==> src/common/ssrc_pkg.sv <==
// shared constants and types for the sleep-state resource configuration block
package ssrc_pkg;
  // register indices; byte address is four times the index
  localparam logic [5:0] IDX_FORCE_OFF_A = 6'h29;
  localparam logic [5:0] IDX_FORCE_OFF_B = 6'h2A;
  localparam logic [5:0] IDX_DEFAULT_VOLTAGE_SELECT = 6'h2B;
  localparam logic [5:0] IDX_PIN_MAP = 6'h2C;
  localparam logic [5:0] IDX_STATUS = 6'h3F;
  // resources: 0..7 first linear group, 8..9 second linear group, 10..13 converters
  localparam int unsigned NUM_RES = 14;
  localparam int unsigned NUM_CONV = 4;
  localparam int unsigned CONV_BASE = 10;
  localparam int unsigned NUM_SEL = 4;
  localparam int unsigned NUM_MAP = 4;
  localparam int unsigned MAP_W = 2;
  // field positions
  localparam int unsigned THERM_OFF_BIT = 7;
  localparam int unsigned CLKOUT_OFF_BIT = 6;
  localparam int unsigned GRP_B_RES_W = 6;
  localparam int unsigned LDO_DV_BASE = 4;
  localparam int unsigned ST_SLEEP_BIT = 0;
  localparam int unsigned ST_LOAD_BIT = 1;
  localparam int unsigned ST_STRAP_BIT = 2;
  localparam int unsigned ST_SEL_BASE = 4;
  // values after asynchronous reset, before the default load
  localparam logic [7:0] CFG_RESET = 8'h00;
  localparam logic [31:0] RDATA_RESET = 32'h0000_0000;

  typedef enum logic [1:0] {
    SSRC_MODE_ACTIVE = 2'b00,
    SSRC_MODE_ECO = 2'b01,
    SSRC_MODE_OFF = 2'b10
  } ssrc_mode_t;

  typedef enum logic [1:0] {
    SSRC_ST_LOAD = 2'b00,
    SSRC_ST_ACTIVE = 2'b01,
    SSRC_ST_SLEEP = 2'b10
  } ssrc_state_t;

  // the four configuration registers, also the layout of the programmed defaults
  typedef struct packed {
    logic [7:0] pin_map;
    logic [7:0] default_voltage_select;
    logic [7:0] force_off_b;
    logic [7:0] force_off_a;
  } ssrc_cfg_t;
endpackage

==> src/core/ssrc_mode_sel.sv <==
// sleep-state mode decision for one regulator
module ssrc_mode_sel
  import ssrc_pkg::*;
(
  input wire logic in_sleep,
  input wire logic keep_on,
  input wire logic force_off,
  input wire logic forced_mode,
  output ssrc_mode_t mode
);
  // keep-on wins, then force-off, then eco unless forced mode
  always_comb begin
    mode = SSRC_MODE_ACTIVE;
    if (in_sleep) begin
      if (keep_on) begin
        mode = SSRC_MODE_ACTIVE;
      end else if (force_off) begin
        mode = SSRC_MODE_OFF;
      end else if (forced_mode) begin
        mode = SSRC_MODE_ACTIVE;
      end else begin
        mode = SSRC_MODE_ECO;
      end
    end
  end
endmodule

==> src/core/ssrc_sync.sv <==
// two-stage synchroniser for pin inputs
module ssrc_sync #(
  parameter int unsigned W = 1
) (
  input wire logic pclk,
  input wire logic presetn,
  input wire logic [W-1:0] d,
  output logic [W-1:0] q
);
  logic [W-1:0] meta_ff;
  logic [W-1:0] q_ff;

  // first stage feeds only the second
  always_ff @(posedge pclk or negedge presetn) begin
    if (!presetn) begin
      meta_ff <= '0;
      q_ff <= '0;
    end else begin
      meta_ff <= d;
      q_ff <= meta_ff;
    end
  end

  assign q = q_ff;
endmodule

==> src/core/ssrc_top.sv <==
// sleep-state resource configuration registers with APB slave
// Overview of operation
// force-off set, keep-on clear: off in sleep
// force-off clear: sleep behaviour follows keep-on and, for converters, forced mode
// thermal and slow clock sleep bits disable
// voltage select bit picks operating or alternate register
// sleep: eco, active or off per table
// two-bit map picks converter select pin
// mapped select bit follows chosen pin level
// fourth regulator map only with strap low
// power-on reset reloads programmed defaults
// keep-on clear gives eco unless forced mode
// apply on sleep entry, restore on exit
//
// The APB slave port was chosen for this implementation.
module ssrc_top
  import ssrc_pkg::*;
(
  input wire logic pclk,
  input wire logic presetn,
  input wire logic psel,
  input wire logic penable,
  input wire logic pwrite,
  input wire logic [7:0] paddr,
  input wire logic [31:0] pwdata,
  input wire logic [3:0] pstrb,
  output logic [31:0] prdata,
  output logic pready,
  output logic pslverr,
  input wire ssrc_cfg_t otp_defaults,
  input wire logic [NUM_RES-1:0] keep_on,
  input wire logic [NUM_CONV-1:0] converter_forced_mode_bit,
  input wire logic sleep_pin,
  input wire logic [NUM_SEL-1:0] converter_voltage_select_pin,
  input wire logic config_strap_two,
  output ssrc_mode_t [NUM_RES-1:0] resource_mode,
  output logic [7:0] default_voltage_source,
  output logic thermal_monitor_en,
  output logic slow_clock_out_en,
  output logic sleep_active
);
  ssrc_state_t state_ff, nxt_state;
  ssrc_cfg_t cfg_ff, nxt_cfg;
  ssrc_mode_t [NUM_RES-1:0] mode_ff, nxt_mode;
  logic therm_en_ff, nxt_therm_en;
  logic clkout_en_ff, nxt_clkout_en;
  logic [31:0] prdata_ff, nxt_prdata;
  logic pready_ff, nxt_pready;
  logic pslverr_ff, nxt_pslverr;
  logic sleep_s;
  logic strap_s;
  logic [NUM_SEL-1:0] sel_s;
  logic [5:0] idx;
  logic aligned;
  logic wr_ok;
  logic [7:0] rd_byte;
  logic rd_hit;
  logic in_sleep;
  logic [NUM_RES-1:0] force_off_vec;
  logic [NUM_RES-1:0] forced_vec;
  logic settle_ff, nxt_settle;
  logic sleep_ff, nxt_sleep;

  // pin inputs cross into the bus clock
  ssrc_sync #(.W(NUM_SEL + 2)) u_sync (
    .pclk(pclk),
    .presetn(presetn),
    .d({converter_voltage_select_pin, config_strap_two, sleep_pin}),
    .q({sel_s, strap_s, sleep_s})
  );

  // address decode
  assign idx = paddr[7:2];
  assign aligned = (paddr[1:0] == 2'b00);
  assign wr_ok = psel && penable && pready_ff && pwrite && aligned && pstrb[0]
    && (state_ff != SSRC_ST_LOAD);
  assign in_sleep = (state_ff == SSRC_ST_SLEEP);
  assign force_off_vec = {cfg_ff.force_off_b[GRP_B_RES_W-1:0], cfg_ff.force_off_a};
  assign forced_vec = {converter_forced_mode_bit, {CONV_BASE{1'b0}}};

  // read mux
  always_comb begin
    rd_byte = CFG_RESET;
    rd_hit = 1'b1;
    unique case (idx)
      IDX_FORCE_OFF_A: rd_byte = cfg_ff.force_off_a;
      IDX_FORCE_OFF_B: rd_byte = cfg_ff.force_off_b;
      IDX_DEFAULT_VOLTAGE_SELECT: rd_byte = cfg_ff.default_voltage_select;
      IDX_PIN_MAP: rd_byte = cfg_ff.pin_map;
      IDX_STATUS: begin
        rd_byte[ST_SLEEP_BIT] = in_sleep;
        rd_byte[ST_LOAD_BIT] = (state_ff == SSRC_ST_LOAD);
        rd_byte[ST_STRAP_BIT] = strap_s;
        rd_byte[ST_SEL_BASE +: NUM_SEL] = sel_s;
      end
      default: rd_hit = 1'b0;
    endcase
  end

  // apb answer: registered, one access cycle
  always_comb begin
    nxt_pready = 1'b0;
    nxt_prdata = prdata_ff;
    nxt_pslverr = 1'b0;
    if (psel && !penable && !pready_ff) begin
      nxt_pready = 1'b1;
      nxt_prdata = {24'h00_0000, rd_byte};
      nxt_pslverr = !aligned || !rd_hit || (pwrite && idx == IDX_STATUS);
      if (pwrite || !aligned || !rd_hit) begin
        nxt_prdata = RDATA_RESET;
      end
    end
  end

  always_ff @(posedge pclk or negedge presetn) begin
    if (!presetn) begin
      pready_ff <= 1'b0;
      prdata_ff <= RDATA_RESET;
      pslverr_ff <= 1'b0;
    end else begin
      pready_ff <= nxt_pready;
      prdata_ff <= nxt_prdata;
      pslverr_ff <= nxt_pslverr;
    end
  end

  // sleep sequencer; loading spans two edges so synced pins hold real levels first
  always_comb begin
    nxt_state = state_ff;
    nxt_settle = 1'b1;
    unique case (state_ff)
      // leave loading once synced pins settle
      SSRC_ST_LOAD: if (settle_ff) nxt_state = SSRC_ST_ACTIVE;
      // enter and leave sleep
      SSRC_ST_ACTIVE: if (sleep_s) nxt_state = SSRC_ST_SLEEP;
      SSRC_ST_SLEEP: if (!sleep_s) nxt_state = SSRC_ST_ACTIVE;
      default: nxt_state = SSRC_ST_LOAD;
    endcase
    nxt_sleep = (nxt_state == SSRC_ST_SLEEP);
  end

  // configuration registers
  always_comb begin
    nxt_cfg = cfg_ff;
    if (state_ff == SSRC_ST_LOAD) begin
      // reload programmed defaults
      nxt_cfg = otp_defaults;
    end else begin
      if (wr_ok) begin
        unique case (idx)
          IDX_FORCE_OFF_A: nxt_cfg.force_off_a = pwdata[7:0];
          IDX_FORCE_OFF_B: nxt_cfg.force_off_b = pwdata[7:0];
          // software picks voltage register
          IDX_DEFAULT_VOLTAGE_SELECT: nxt_cfg.default_voltage_select = pwdata[7:0];
          IDX_PIN_MAP: nxt_cfg.pin_map = pwdata[7:0];
          default: nxt_cfg = cfg_ff;
        endcase
      end
      for (int i = 0; i < NUM_MAP; i++) begin
        // fourth map needs strap low
        if (i < NUM_MAP - 1 || !strap_s) begin
          // mapped pin drives select bit
          nxt_cfg.default_voltage_select[LDO_DV_BASE + i] = sel_s[nxt_cfg.pin_map[i*MAP_W +: MAP_W]];
        end
      end
    end
  end

  always_ff @(posedge pclk or negedge presetn) begin
    if (!presetn) begin
      state_ff <= SSRC_ST_LOAD;
      cfg_ff <= {4{CFG_RESET}};
      settle_ff <= 1'b0;
      sleep_ff <= 1'b0;
    end else begin
      state_ff <= nxt_state;
      cfg_ff <= nxt_cfg;
      settle_ff <= nxt_settle;
      sleep_ff <= nxt_sleep;
    end
  end

  // per-regulator sleep decision
  for (genvar g = 0; g < NUM_RES; g++) begin : g_mode
    // mode from keep-on, force-off, forced mode
    ssrc_mode_sel u_mode (
      .in_sleep(in_sleep),
      .keep_on(keep_on[g]),
      .force_off(force_off_vec[g]),
      .forced_mode(forced_vec[g]),
      .mode(nxt_mode[g])
    );
  end

  // thermal monitor and slow clock sleep switches
  always_comb begin
    nxt_therm_en = !(in_sleep && cfg_ff.force_off_b[THERM_OFF_BIT]);
    nxt_clkout_en = !(in_sleep && cfg_ff.force_off_b[CLKOUT_OFF_BIT]);
  end

  always_ff @(posedge pclk or negedge presetn) begin
    if (!presetn) begin
      mode_ff <= {NUM_RES{SSRC_MODE_ACTIVE}};
      therm_en_ff <= 1'b1;
      clkout_en_ff <= 1'b1;
    end else begin
      mode_ff <= nxt_mode;
      therm_en_ff <= nxt_therm_en;
      clkout_en_ff <= nxt_clkout_en;
    end
  end

  // outputs straight from flip-flops
  assign prdata = prdata_ff;
  assign pready = pready_ff;
  assign pslverr = pslverr_ff;
  assign resource_mode = mode_ff;
  assign default_voltage_source = cfg_ff.default_voltage_select;
  assign thermal_monitor_en = therm_en_ff;
  assign slow_clock_out_en = clkout_en_ff;
  assign sleep_active = sleep_ff;
endmodule

==> config.mk <==
export PLATFORM = sky130hd
export DESIGN_NAME = ssrc_top
export DESIGN_NICKNAME = d
export VERILOG_FILES = /design/src/common/ssrc_pkg.sv /design/src/core/ssrc_mode_sel.sv /design/src/core/ssrc_sync.sv /design/src/core/ssrc_top.sv
export SDC_FILE = /design/constraint.sdc
export NUM_CORES = 1
export LEC_CHECK = 0
export BUFFER_PORTS_ARGS = -buffer_cell sky130_fd_sc_hd__buf_4
export CORE_ASPECT_RATIO = 1.75
export CORE_MARGIN = 2
export CORE_UTILIZATION = 48
export DETAILED_ROUTE_END_ITERATION = 7
export PLACE_DENSITY = 0.79
export SLEW_MARGIN = 20
export SYNTH_ARGS = -nofsm -noshare
export SYNTH_HDL_FRONTEND = slang
export SYNTH_HIERARCHICAL = 1
export SYNTH_SLANG_ARGS = --single-unit
==> constraint.sdc <==
create_clock -name pclk -period 2.25 [get_ports pclk]
set_input_delay 0.225 -clock pclk [delete_from_list [all_inputs] [get_ports pclk]]
set_output_delay 0.225 -clock pclk [all_outputs]
set_load 0.01 [all_outputs]
==> Word level (Yosys, flattened, before mapping) <==
Cells that the tools add are included.
{ "word_totals": {"ramBits": 0, "register_bits": 112, "out_inout_bits": 73, "rom_bits": 0, "latch_bits": 0, "word_cells": 150, "n_memories": 0} }
{ "op_classes": {"multipliers": 0, "div_mod_pow": 0, "n_mux": 73, "shift": 0, "reduce_logical": 33, "bitwise_logic": 0, "n_lt_le_gt_ge": 4, "addsub": 0, "n_eq_ne": 10} }
{ "op_table": {"columns": ["op", "n"], "rows": [
  ["32-bit two-way mux", 3],
  ["2-bit two-way mux", 45],
  ["8-bit two-way mux", 5],
  ["6-bit equality test, second input constant", 5],
  ["4-bit one-hot mux with 5 select lines", 1],
  ["3-bit one-hot mux with 5 select lines", 1],
  ["2-bit by 3-bit less-than comparator with 1-bit output, second input constant", 4],
  ["1-bit two-way mux", 12],
  ["1-bit logical AND", 11],
  ["2-bit nonzero test", 5],
  ["1-bit binary-select mux with 2-bit select", 4],
  ["2-bit AND reduction", 4],
  ["1-bit logical NOT", 6],
  ["3-bit != test, second input constant", 2],
  ["2-bit one-hot mux with 3 select lines", 1],
  ["5-bit OR reduction", 1],
  ["2-bit equality test, second input constant", 2],
  ["2-bit logical NOT", 2],
  ["1-bit logical OR", 4],
  ["1-bit one-hot mux with 4 select lines", 1],
  ["2-bit by 1-bit equality test with 1-bit output, second input constant", 1]
]} }

==> Depth between registers and ports, before layout <==
Gate-level depths: netlist (run 1).
{ "depth": {"ltp_word": 12, "mapped_depth": 8} }

==> Cells and area by module <==
Netlist (run 1), hierarchy kept.
{ "modules_own_cells": {"columns": ["mod", "cells_per_inst", "instances", "area_per_inst_um2", "seq_area_each_um2"], "rows": [
  ["ssrc_top", 330, 1, 3540.9, 1904.3],
  ["ssrc_mode_sel", 2, 14, 23.8, 0.0],
  ["ssrc_sync", 12, 1, 300.3, 300.3]
]} }

==> Worst setup path after synthesis (run 1) <==
No wires, ideal clock.
{ "synth_path": {"path_kind": "in2reg", "start": "in paddr[2]", "end": "reg cfg_ff (netlist bit default_voltage_source[7])", "t_arrival_ns": 1.813, "cell_stages": 8, "path_slack_ns": 0.305, "required_time_ns": 2.118, "n_path_buf": 2, "path_cell_list": "or2_1 -> buf_6 -> or4_4 -> nor2_4 -> buf_6 -> mux2i_1 -> o311a_1 -> a211oi_1"} }
{ "synth_between": {"elab_chain_cells": 8} }
{ "synth_rtl": {"columns": ["element", "line_no", "text"], "rows": [
  ["from (decl)", "ssrc_top.sv:24", "input wire logic [7:0] paddr,"],
  ["6-bit equality test", "ssrc_top.sv:150", "unique case (idx)"],
  ["8-bit two-way mux", "ssrc_top.sv:150", null],
  ["32-bit two-way mux", "ssrc_top.sv:149", "if (wr_ok) begin"],
  ["32-bit two-way mux", "ssrc_top.sv:145", "if (state_ff == SSRC_ST_LOAD) begin"],
  ["1-bit binary-select mux with 2-bit select", "ssrc_top.sv:163", "nxt_cfg.default_voltage_select[LDO_DV_BASE + i] = sel_s[nxt_cfg.pin_map[i*MAP_W +: MAP_W]];"],
  ["1-bit two-way mux (implied by the code)", "ssrc_top.sv:163", null],
  ["1-bit two-way mux", "ssrc_top.sv:161", "if (i < NUM_MAP - 1 || !strap_s) begin"],
  ["32-bit two-way mux", "ssrc_top.sv:145", null],
  ["to (signal assigned)", "ssrc_top.sv:172", "cfg_ff <= {4{CFG_RESET}};"],
  ["to (signal assigned)", "ssrc_top.sv:177", "cfg_ff <= nxt_cfg;"],
  ["to (decl)", "ssrc_top.sv:43", "ssrc_cfg_t cfg_ff, nxt_cfg;"]
]} }
Parallel ways exist; a longest one is shown, timed or not. The select of a mux whose other input is x is not followed.
A chain may end at the register's enable or synchronous reset.

==> Worst setup path in the final report (run 1) <==
{ "layout_path": {"start": "reg pready_ff, in the netlist pready", "end": "reg prdata_ff[3], in the netlist prdata[3]"} }
{ "layout_between": {"elab_chain_cells": 2} }
{ "layout_rtl": {"columns": ["element", "line_no", "text"], "rows": [
  ["from (decl)", "ssrc_top.sv:48", "logic pready_ff, nxt_pready;"],
  ["from (signal assigned)", "ssrc_top.sv:121", "pready_ff <= nxt_pready;"],
  ["1-bit logical NOT", "ssrc_top.sv:105", "if (psel && !penable && !pready_ff) begin"],
  ["1-bit logical AND", "ssrc_top.sv:105", null],
  ["to (signal assigned)", "ssrc_top.sv:122", "prdata_ff <= nxt_prdata;"],
  ["to (decl)", "ssrc_top.sv:47", "logic [31:0] prdata_ff, nxt_prdata;"]
]} }
Every way passes these cells.

==> out/summary.txt, run 1 <==
kind of critical path = flip-flop to flip-flop
FF-to-FF path depth = 4
syn avg cell area = 11.3 um2
DIE AREA = 0.00949 mm2
XOR/XNOR share of the synthesized area = 0.420%
post-route antenna net violation count = 0
highest-count cells in the layout ignoring fill and taps = 135 x sky130_fd_sc_hd__buf_4, 86 x sky130_fd_sc_hd__dfrtp_1, 41 x sky130_fd_sc_hd__nand2_1
maximum fanout encountered on the critical timing path = 8
area fraction of the dominant cell type after synthesis = 51.6%
Total Routed Length = 10700 um
Clock Tree Buf Depth = 2
adder-cell share of the synthesized area = 0%
DR WL/cell = 16.9 um
area taken by multi-input logic gates = 0.00177 mm2
sinks on the clock net = 88
highest achievable clock rate = 487 MHz
number of port buffers = 126
synthesized area = 0.00417 mm2
final total negative setup slack = 0 ns
wire length of the first global-routing pass = 16400 um
measured slew at the worst slew-check pin = 0.590 ns
number of antenna violations at the first check in global routing = 0
Die Span X = 74.5 um
arrival time at the worst endpoint = 2.34 ns
Static Leakage = 0.00283 uW
Setup Skew = 0.00620 ns
initial core utilization = 48.8%
Distinct cells, synth = 47
clock latency on the worst-skew pair = 0.35 ns
post-synthesis cell type with the largest combined area = sky130_fd_sc_hd__dfrtp_1
clock period minus worst slack = 2.05 ns
grt total ovfl = 0
dominant synthesized flop cell = sky130_fd_sc_hd__dfrtp_1
PnR Total Power = 5570 uW
number of setup violations in the final report = 0
#FFs+latches synth = 88
Avg Vias per Cell = 5.38
worst-case hold slack = 0.0318 ns
EDFF count, synth = 0
share of cells above drive strength 1 = 35.3%
clock tree from TritonCTS = done
hold violation total from the final report = 0
capturing point of the worst reg2reg path = prdata[3]
Critical Path RT = 2.53 ns
Syn Inst Count = 370
iteration count of the initial detailed-routing pass = 5
setup slack, reg-to-reg = 0.20 ns
max_cap viols = 0
remaining routing DRC violations = 0
Post-layout nets = 616
class of the most critical hold timing path = input pin to flip-flop
clock-pin slew reported for the worst setup and hold paths after clock tree synthesis = 0.06 ns
run status = complete, no violations
Worst IR Drop VDD = 0.532 mV
half-perimeter wire length after detailed placement = 8010 um
total CTS buffers = 9
Worst Hold Launch = converter_forced_mode_bit[0]
total via count after detailed routing = 3407
number of inserted diodes = 0
via count of the first global-routing pass = 3336
share of async-settable or async-resettable flops after synthesis = 100%
reg-to-reg critical path startpoint = pready
num ports = 178
end point of the worst hold path = resource_mode[20]
share of the clock period used by the worst path after layout = 91.2%
Synth Warn # = 6
Min-Delay Path Depth = 2
maximum number of pins on one net before global-route repair = 46
Max Transition Viols Final = 0
Synth area leaders = sky130_fd_sc_hd__dfrtp_1 52%, sky130_fd_sc_hd__mux2i_1 7.2%, sky130_fd_sc_hd__buf_4 5.8%
share of synthesized cell area in and, or, nand and nor gates = 19.0%
final RePlAce weighted congestion = 0.890
GR Util All Layers = 23.2%
leading cell type in the layout, fill and taps excluded = sky130_fd_sc_hd__buf_4
CTS Root Buffer Type = sky130_fd_sc_hd__clkbuf_16
sequential fraction of the synthesis area = 52.8%
Seq. cell area = 0.00220 mm2
fraction of synthesized area in multiplexers = 7.46%
endpoint class of the critical path = flip-flop
area of the core region = 0.00856 mm2
Die Span Y = 127 um
startpoint of the worst setup timing path = pready
DRC marker count from the first detailed-route iteration = 361
main combinational cell family by area after synthesis = simple AND/OR/NAND/NOR gates
number of filler cells placed in the layout = 692
Area Growth Syn to Fin = 33.3%
total power density per cell area = 1000 mW/mm2
Setup Buffers After CTS = 0
RSZ-0062 raised after global routing = no
number of cell rows = 45
Setup crit start kind = flip-flop
Max transition margin = 60.7%
CTS H-tree lvls = 3
complex-gate fraction of the synthesized area = 12.3%
final standard cell utilization of the core = 65.0%
==> report_power, final <==
part | switching (uW) | internal (uW)
clock | 627 | 974
combinational | 876 | 737
sequential | 376 | 1980
total | 1880 | 3690
==> how the worst max path moves through the flow <==
stage                                 to  slack (ns)  cells past startpoint
5_1_grt                        prdata[3]        0.09                      4
4_1_cts                        prdata[3]        0.20                      4
2_1_floorplan  default_voltage_source[7]        0.30                      8
6_report                       prdata[3]        0.20                      4
3_3_place_gp   default_voltage_source[6]        0.14                      7
3_5_place_dp   default_voltage_source[6]        0.08                      7
==> layer usage <==
layer	wire, um	global-route usage, %	vias up
li1	-	-	1562
met1	3780	26.1	1639
met2	5670	38.9	174
met3	679	2.76	32
met4	561	17.0	0
met5	0	0	-
==> cells by family (layout without fill, tap and decap cells) <==
group	after synthesis	after routing
compound gates	77	77
xor+xnor	2	2
buf+inv	51	164
flops	88	88
mux	31	31
other cells	2	35
simple gates	119	119
==> registers in the layout, indices dropped and copies added (netlist names) <==
name	cells
prdata	8
default_voltage_source	8
settle_ff	1
sleep_active	1
pslverr	1
u_sync/meta_ff	6
state_ff	2
thermal_monitor_en	1
slow_clock_out_en	1
cfg_ff	24
resource_mode	28
u_sync/q	6
pready	1
==> cell type report <==
type	count	area share [%]
flip-flops and latches	88	39.6
multi-input cells	264	31.8
repair buffers	143	19.8
clock buffers	9	4.05
well taps	117	2.63
clock inverters	7	1.71
inverters	5	0.337
==> cell usage after synthesis (4+ instances only) <==
cell type                  number
sky130_fd_sc_hd__a31oi_1        6
sky130_fd_sc_hd__a22o_1         7
sky130_fd_sc_hd__mux2i_1       30
sky130_fd_sc_hd__a22oi_1        9
sky130_fd_sc_hd__and3_1         6
sky130_fd_sc_hd__nand3_1        8
sky130_fd_sc_hd__buf_4         32
sky130_fd_sc_hd__nor4b_2       15
sky130_fd_sc_hd__clkbuf_1      12
sky130_fd_sc_hd__a21oi_1       11
sky130_fd_sc_hd__nand2_1       41
sky130_fd_sc_hd__a222oi_1       7
sky130_fd_sc_hd__inv_1          5
sky130_fd_sc_hd__o21ai_1        4
sky130_fd_sc_hd__dfrtp_1       86
sky130_fd_sc_hd__and3b_1       14
sky130_fd_sc_hd__nor2_1        15
sky130_fd_sc_hd__o21ai_0       22
==> metrics by stage <==
stage	area, um2	instances	setup slack (ns)
floorplan	4300	403	0.305
global placement	5170	610	0.142
detailed placement	5170	610	0.0839
CTS	5570	633	0.202
global route	5570	633	0.0941
finish	5570	633	0.197
==> what timing repair did <==
item,in CTS,in global routing
endpoints found under the hold margin,50,0
gates resized for setup,0,0
hold buffers,7,0
==> critical path, stage by stage, from the launching register on <==
cell and delay [ns]:
sky130_fd_sc_hd__dfrtp_1 0.38, sky130_fd_sc_hd__or3b_2 0.45, sky130_fd_sc_hd__or4_1 0.42, sky130_fd_sc_hd__a21oi_1 0.49, sky130_fd_sc_hd__a32o_1 0.25
No activity file was read; power rests on OpenSTA's default activity.
==> run 2: changes to the inputs <==
Settings changed: CELL_PAD_IN_SITES_DETAIL_PLACEMENT set to 2, CELL_PAD_IN_SITES_GLOBAL_PLACEMENT set to 2, CORE_UTILIZATION 48 to 28, PLACE_DENSITY 0.79 to 0.78, SLEW_MARGIN 20 to unset, SYNTH_HIERARCHICAL 1 to unset.
==> out/summary.txt, run 2 <==
CTS Root Buffer Type = sky130_fd_sc_hd__clkbuf_16 (unchanged)
final RePlAce weighted congestion = 0.841 (was 0.890)
Setup crit start kind = flip-flop (unchanged)
sinks on the clock net = 88 (unchanged)
Worst IR Drop VDD = 0.401 mV (was 0.532 mV)
total power density per cell area = 1050 mW/mm2 (was 1000 mW/mm2)
class of the most critical hold timing path = input pin to flip-flop (unchanged)
clock latency on the worst-skew pair = 0.35 ns (about the same)
half-perimeter wire length after detailed placement = 10400 um (was 8010 um)
share of the clock period used by the worst path after layout = 96.8% (was 91.2%)
Avg Vias per Cell = 4.88 (was 5.38)
#FFs+latches synth = 88 (unchanged)
run status = complete, no violations (unchanged)
Placed Instances = 645 (was 610)
area of the core region = 0.0138 mm2 (was 0.00856 mm2)
Max transition margin = 27.5% (was 60.7%)
Seq. cell area = 0.00220 mm2 (unchanged)
number of setup violations in the final report = 0 (unchanged)
measured slew at the worst slew-check pin = 1.09 ns (was 0.590 ns)
Min-Delay Path Depth = 2 (unchanged)
Die Span X = 94.0 um (was 74.5 um)
Crit path largest cell delay = 0.53 ns (was 0.49 ns)
synthesized area = 0.00397 mm2 (was 0.00417 mm2)
RSZ-0062 raised after global routing = yes (was no)
endpoint class of the critical path = flip-flop (unchanged)
total via count after detailed routing = 3268 (was 3407)
FF-to-FF path depth = 6 (was 4)
kind of critical path = flip-flop to flip-flop (unchanged)
GR Util All Layers = 18.2% (was 23.2%)
maximum fanout encountered on the critical timing path = 3 (was 8)
post-route antenna net violation count = 0 (unchanged)
dominant synthesized flop cell = sky130_fd_sc_hd__dfrtp_1 (unchanged)
total CTS buffers = 9 (unchanged)
syn avg cell area = 11.5 um2 (was 11.3 um2)
initial core utilization = 28.7% (was 48.8%)
Total Routed Length = 13400 um (was 10700 um)
filler-free cell count of the finished design = 669 (was 633)
EDFF count, synth = 0 (unchanged)
max_cap viols = 0 (unchanged)
leading cell type in the layout, fill and taps excluded = sky130_fd_sc_hd__buf_4 (unchanged)
DIE AREA = 0.0152 mm2 (was 0.00949 mm2)
Area Growth Syn to Fin = 39.0% (was 33.3%)
cell-by-cell listing of the critical path = and3_1 -> and4_2 -> nand2_4 -> mux2i_4 -> mux4_2 -> mux2_2 (was or3b_2 -> or4_1 -> a21oi_1 -> a32o_1)
remaining routing DRC violations = 0 (unchanged)
setup slack, reg-to-reg = 0.07 ns (was 0.20 ns)
number of cell rows = 57 (was 45)
via count of the first global-routing pass = 3673 (was 3336)
Die Span Y = 161 um (was 127 um)
number of filler cells placed in the layout = 1518 (was 692)
finished layout cell area = 0.00552 mm2 (was 0.00557 mm2)
clock tree from TritonCTS = done (unchanged)
reg-to-reg critical path startpoint = pready (unchanged)
Synth Warn # = 0 (was 6)
buffering stage count on the worst path with inverters included = 0 (unchanged)
highest-count cells in the layout ignoring fill and taps = 146 x sky130_fd_sc_hd__buf_4, 86 x sky130_fd_sc_hd__dfrtp_1, 37 x sky130_fd_sc_hd__nand2_1 (was 135 x sky130_fd_sc_hd__buf_4, 86 x sky130_fd_sc_hd__dfrtp_1, 41 x sky130_fd_sc_hd__nand2_1)
most used standard cell by instance count after synthesis = sky130_fd_sc_hd__dfrtp_1 (unchanged)
DRC marker count from the first detailed-route iteration = 177 (was 361)
share of cells above drive strength 1 = 38.8% (was 35.3%)
hold violation total from the final report = 0 (unchanged)
capturing point of the worst reg2reg path = default_voltage_source[6] (was prdata[3])
CTS H-tree lvls = 3 (unchanged)
clock-pin slew reported for the worst setup and hold paths after clock tree synthesis = 0.06 ns (about the same)
Area after DPL = 0.00509 mm2 (was 0.00517 mm2)
share of async-settable or async-resettable flops after synthesis = 100% (unchanged)
Static Leakage = 0.00274 uW (was 0.00283 uW)
Post-synth top cells = 86 x sky130_fd_sc_hd__dfrtp_1, 37 x sky130_fd_sc_hd__nand2_1, 33 x sky130_fd_sc_hd__buf_4, 29 x sky130_fd_sc_hd__mux2i_1, 22 x sky130_fd_sc_hd__o21ai_0 (was 86 x sky130_fd_sc_hd__dfrtp_1, 41 x sky130_fd_sc_hd__nand2_1, 32 x sky130_fd_sc_hd__buf_4, 30 x sky130_fd_sc_hd__mux2i_1, 22 x sky130_fd_sc_hd__o21ai_0)
num ports = 178 (unchanged)
number of inserted diodes = 0 (unchanged)
end point of the worst hold path = resource_mode[20] (unchanged)
Post-layout nets = 592 (was 616)
grt total ovfl = 0 (unchanged)
Largest register FFs = 28 (unchanged)
number of port buffers = 126 (unchanged)
area taken by multi-input logic gates = 0.00156 mm2 (was 0.00177 mm2)
Worst Hold Launch = converter_forced_mode_bit[0] (unchanged)
wire length of the first global-routing pass = 20500 um (was 16400 um)
Setup Skew = 0.00441 ns (was 0.00620 ns)
Distinct cells, synth = 56 (was 47)
number of antenna violations at the first check in global routing = 0 (unchanged)
maximum number of pins on one net before global-route repair = 46 (unchanged)
Max Transition Viols Final = 0 (unchanged)
Critical Path RT = 2.48 ns (was 2.53 ns)
sequential fraction of the synthesis area = 55.6% (was 52.8%)
area fraction of the dominant cell type after synthesis = 54.2% (was 51.6%)
largest delay contributor family on the critical path = multiplexers (was simple AND/OR/NAND/NOR gates)
Clock Tree Buf Depth = 2 (unchanged)
Syn Inst Count = 345 (was 370)
clock period minus worst slack = 2.18 ns (was 2.05 ns)
Synth area leaders = sky130_fd_sc_hd__dfrtp_1 54%, sky130_fd_sc_hd__mux2i_1 7.3%, sky130_fd_sc_hd__buf_4 6.2% (was sky130_fd_sc_hd__dfrtp_1 52%, sky130_fd_sc_hd__mux2i_1 7.2%, sky130_fd_sc_hd__buf_4 5.8%)
DR WL/cell = 20.0 um (was 16.9 um)
arrival time at the worst endpoint = 2.41 ns (was 2.34 ns)
cell with the biggest individual delay on the critical path = sky130_fd_sc_hd__mux4_2 (was sky130_fd_sc_hd__a21oi_1)
post-synthesis cell type with the largest combined area = sky130_fd_sc_hd__dfrtp_1 (unchanged)
iteration count of the initial detailed-routing pass = 4 (was 5)
highest achievable clock rate = 459 MHz (was 487 MHz)
[run 2: cell count changes in the layout (fill, tap and decap cells not counted), moves of 5 or more]
cell,previous run,this run
sky130_fd_sc_hd__nand3_1,8,3
sky130_fd_sc_hd__conb_1,35,25
sky130_fd_sc_hd__buf_4,135,146
sky130_fd_sc_hd__and3b_1,14,0
sky130_fd_sc_hd__nor3_1,0,11
sky130_fd_sc_hd__nor3b_1,0,14
sky130_fd_sc_hd__nor4b_2,15,2
sky130_fd_sc_hd__a31oi_1,6,1
[run 2: worst max-delay path by stage]
stage,from,to,cells after the start
2_1_floorplan,pready,default_voltage_source[5],7
3_3_place_gp,paddr[2],default_voltage_source[6],7
3_5_place_dp,paddr[2],default_voltage_source[6],7
4_1_cts,pready,default_voltage_source[6],6
5_1_grt,pready,default_voltage_source[6],7
6_report,pready,default_voltage_source[6],6
[run 2: where the power goes]
group          switching, uW  internal [uW]
clock                    648            984
sequential               367           1990
combinational            975            809
total                   1990           3790
[run 2: cells by family after synthesis]
family / Yosys count / synth area share, %
AO/OA/AOI/OAI: 67 / 12.0
XOR/XNOR: 1 / 0.221
buffers and inverters: 49 / 7.82
flip-flops: 88 / 55.6
multiplexers: 33 / 9.21
other: 2 / 0.189
AND/OR/NAND/NOR: 105 / 15.0
[run 2: metrics by stage]
stage	utilization [%]	setup TNS [ns]	setup slack [ns]	hold WS [ns]	total power (uW)
global route	39.9	0	0.00598	0.0146	6140
CTS	39.7	0	0.0102	0.0147	5810
finish	39.9	0	0.0721	0.0256	5780
floorplan	-	0	0.0338	-0.0706	3370
global placement	36.8	0	0.0473	0.255	3980
detailed placement	36.8	-0.101	-0.0829	0.267	4110
[run 2: worst reg2reg max path, cell delays in order (launching register included)]
cell                      delay (ns)
sky130_fd_sc_hd__dfrtp_1        0.38
sky130_fd_sc_hd__and3_1         0.22
sky130_fd_sc_hd__and4_2         0.28
sky130_fd_sc_hd__nand2_4        0.11
sky130_fd_sc_hd__mux2i_4        0.26
sky130_fd_sc_hd__mux4_2         0.53
sky130_fd_sc_hd__mux2_2         0.29
[run 2: per-layer routing]
metal,wire length [um],vias to the layer above,global-route usage [%]
met3,535,28,2.47
met4,600,0,11.1
met1,4440,1648,18.5
li1,-,1466,-
met2,7780,126,34.2
met5,0,-,0
[run 2: area by class of cell]
cell class / count / area share, %
Clock buffer: 9 / 4.08
Clock inverter: 7 / 1.86
Inverter: 3 / 0.204
Multi-Input combinational cell: 231 / 28.4
Sequential cell: 88 / 40.0
Tap cell: 177 / 4.02
Timing Repair Buffer: 154 / 21.5
[run 2: timing repair]
item | 4_1_cts | 5_1_grt
gates resized for setup | 1 | 7
endpoints found under the setup margin | 1 | 2
buffers inserted | 0 | 1
hold buffers | 7 | 0
hold endpoints to repair | 47 | 0
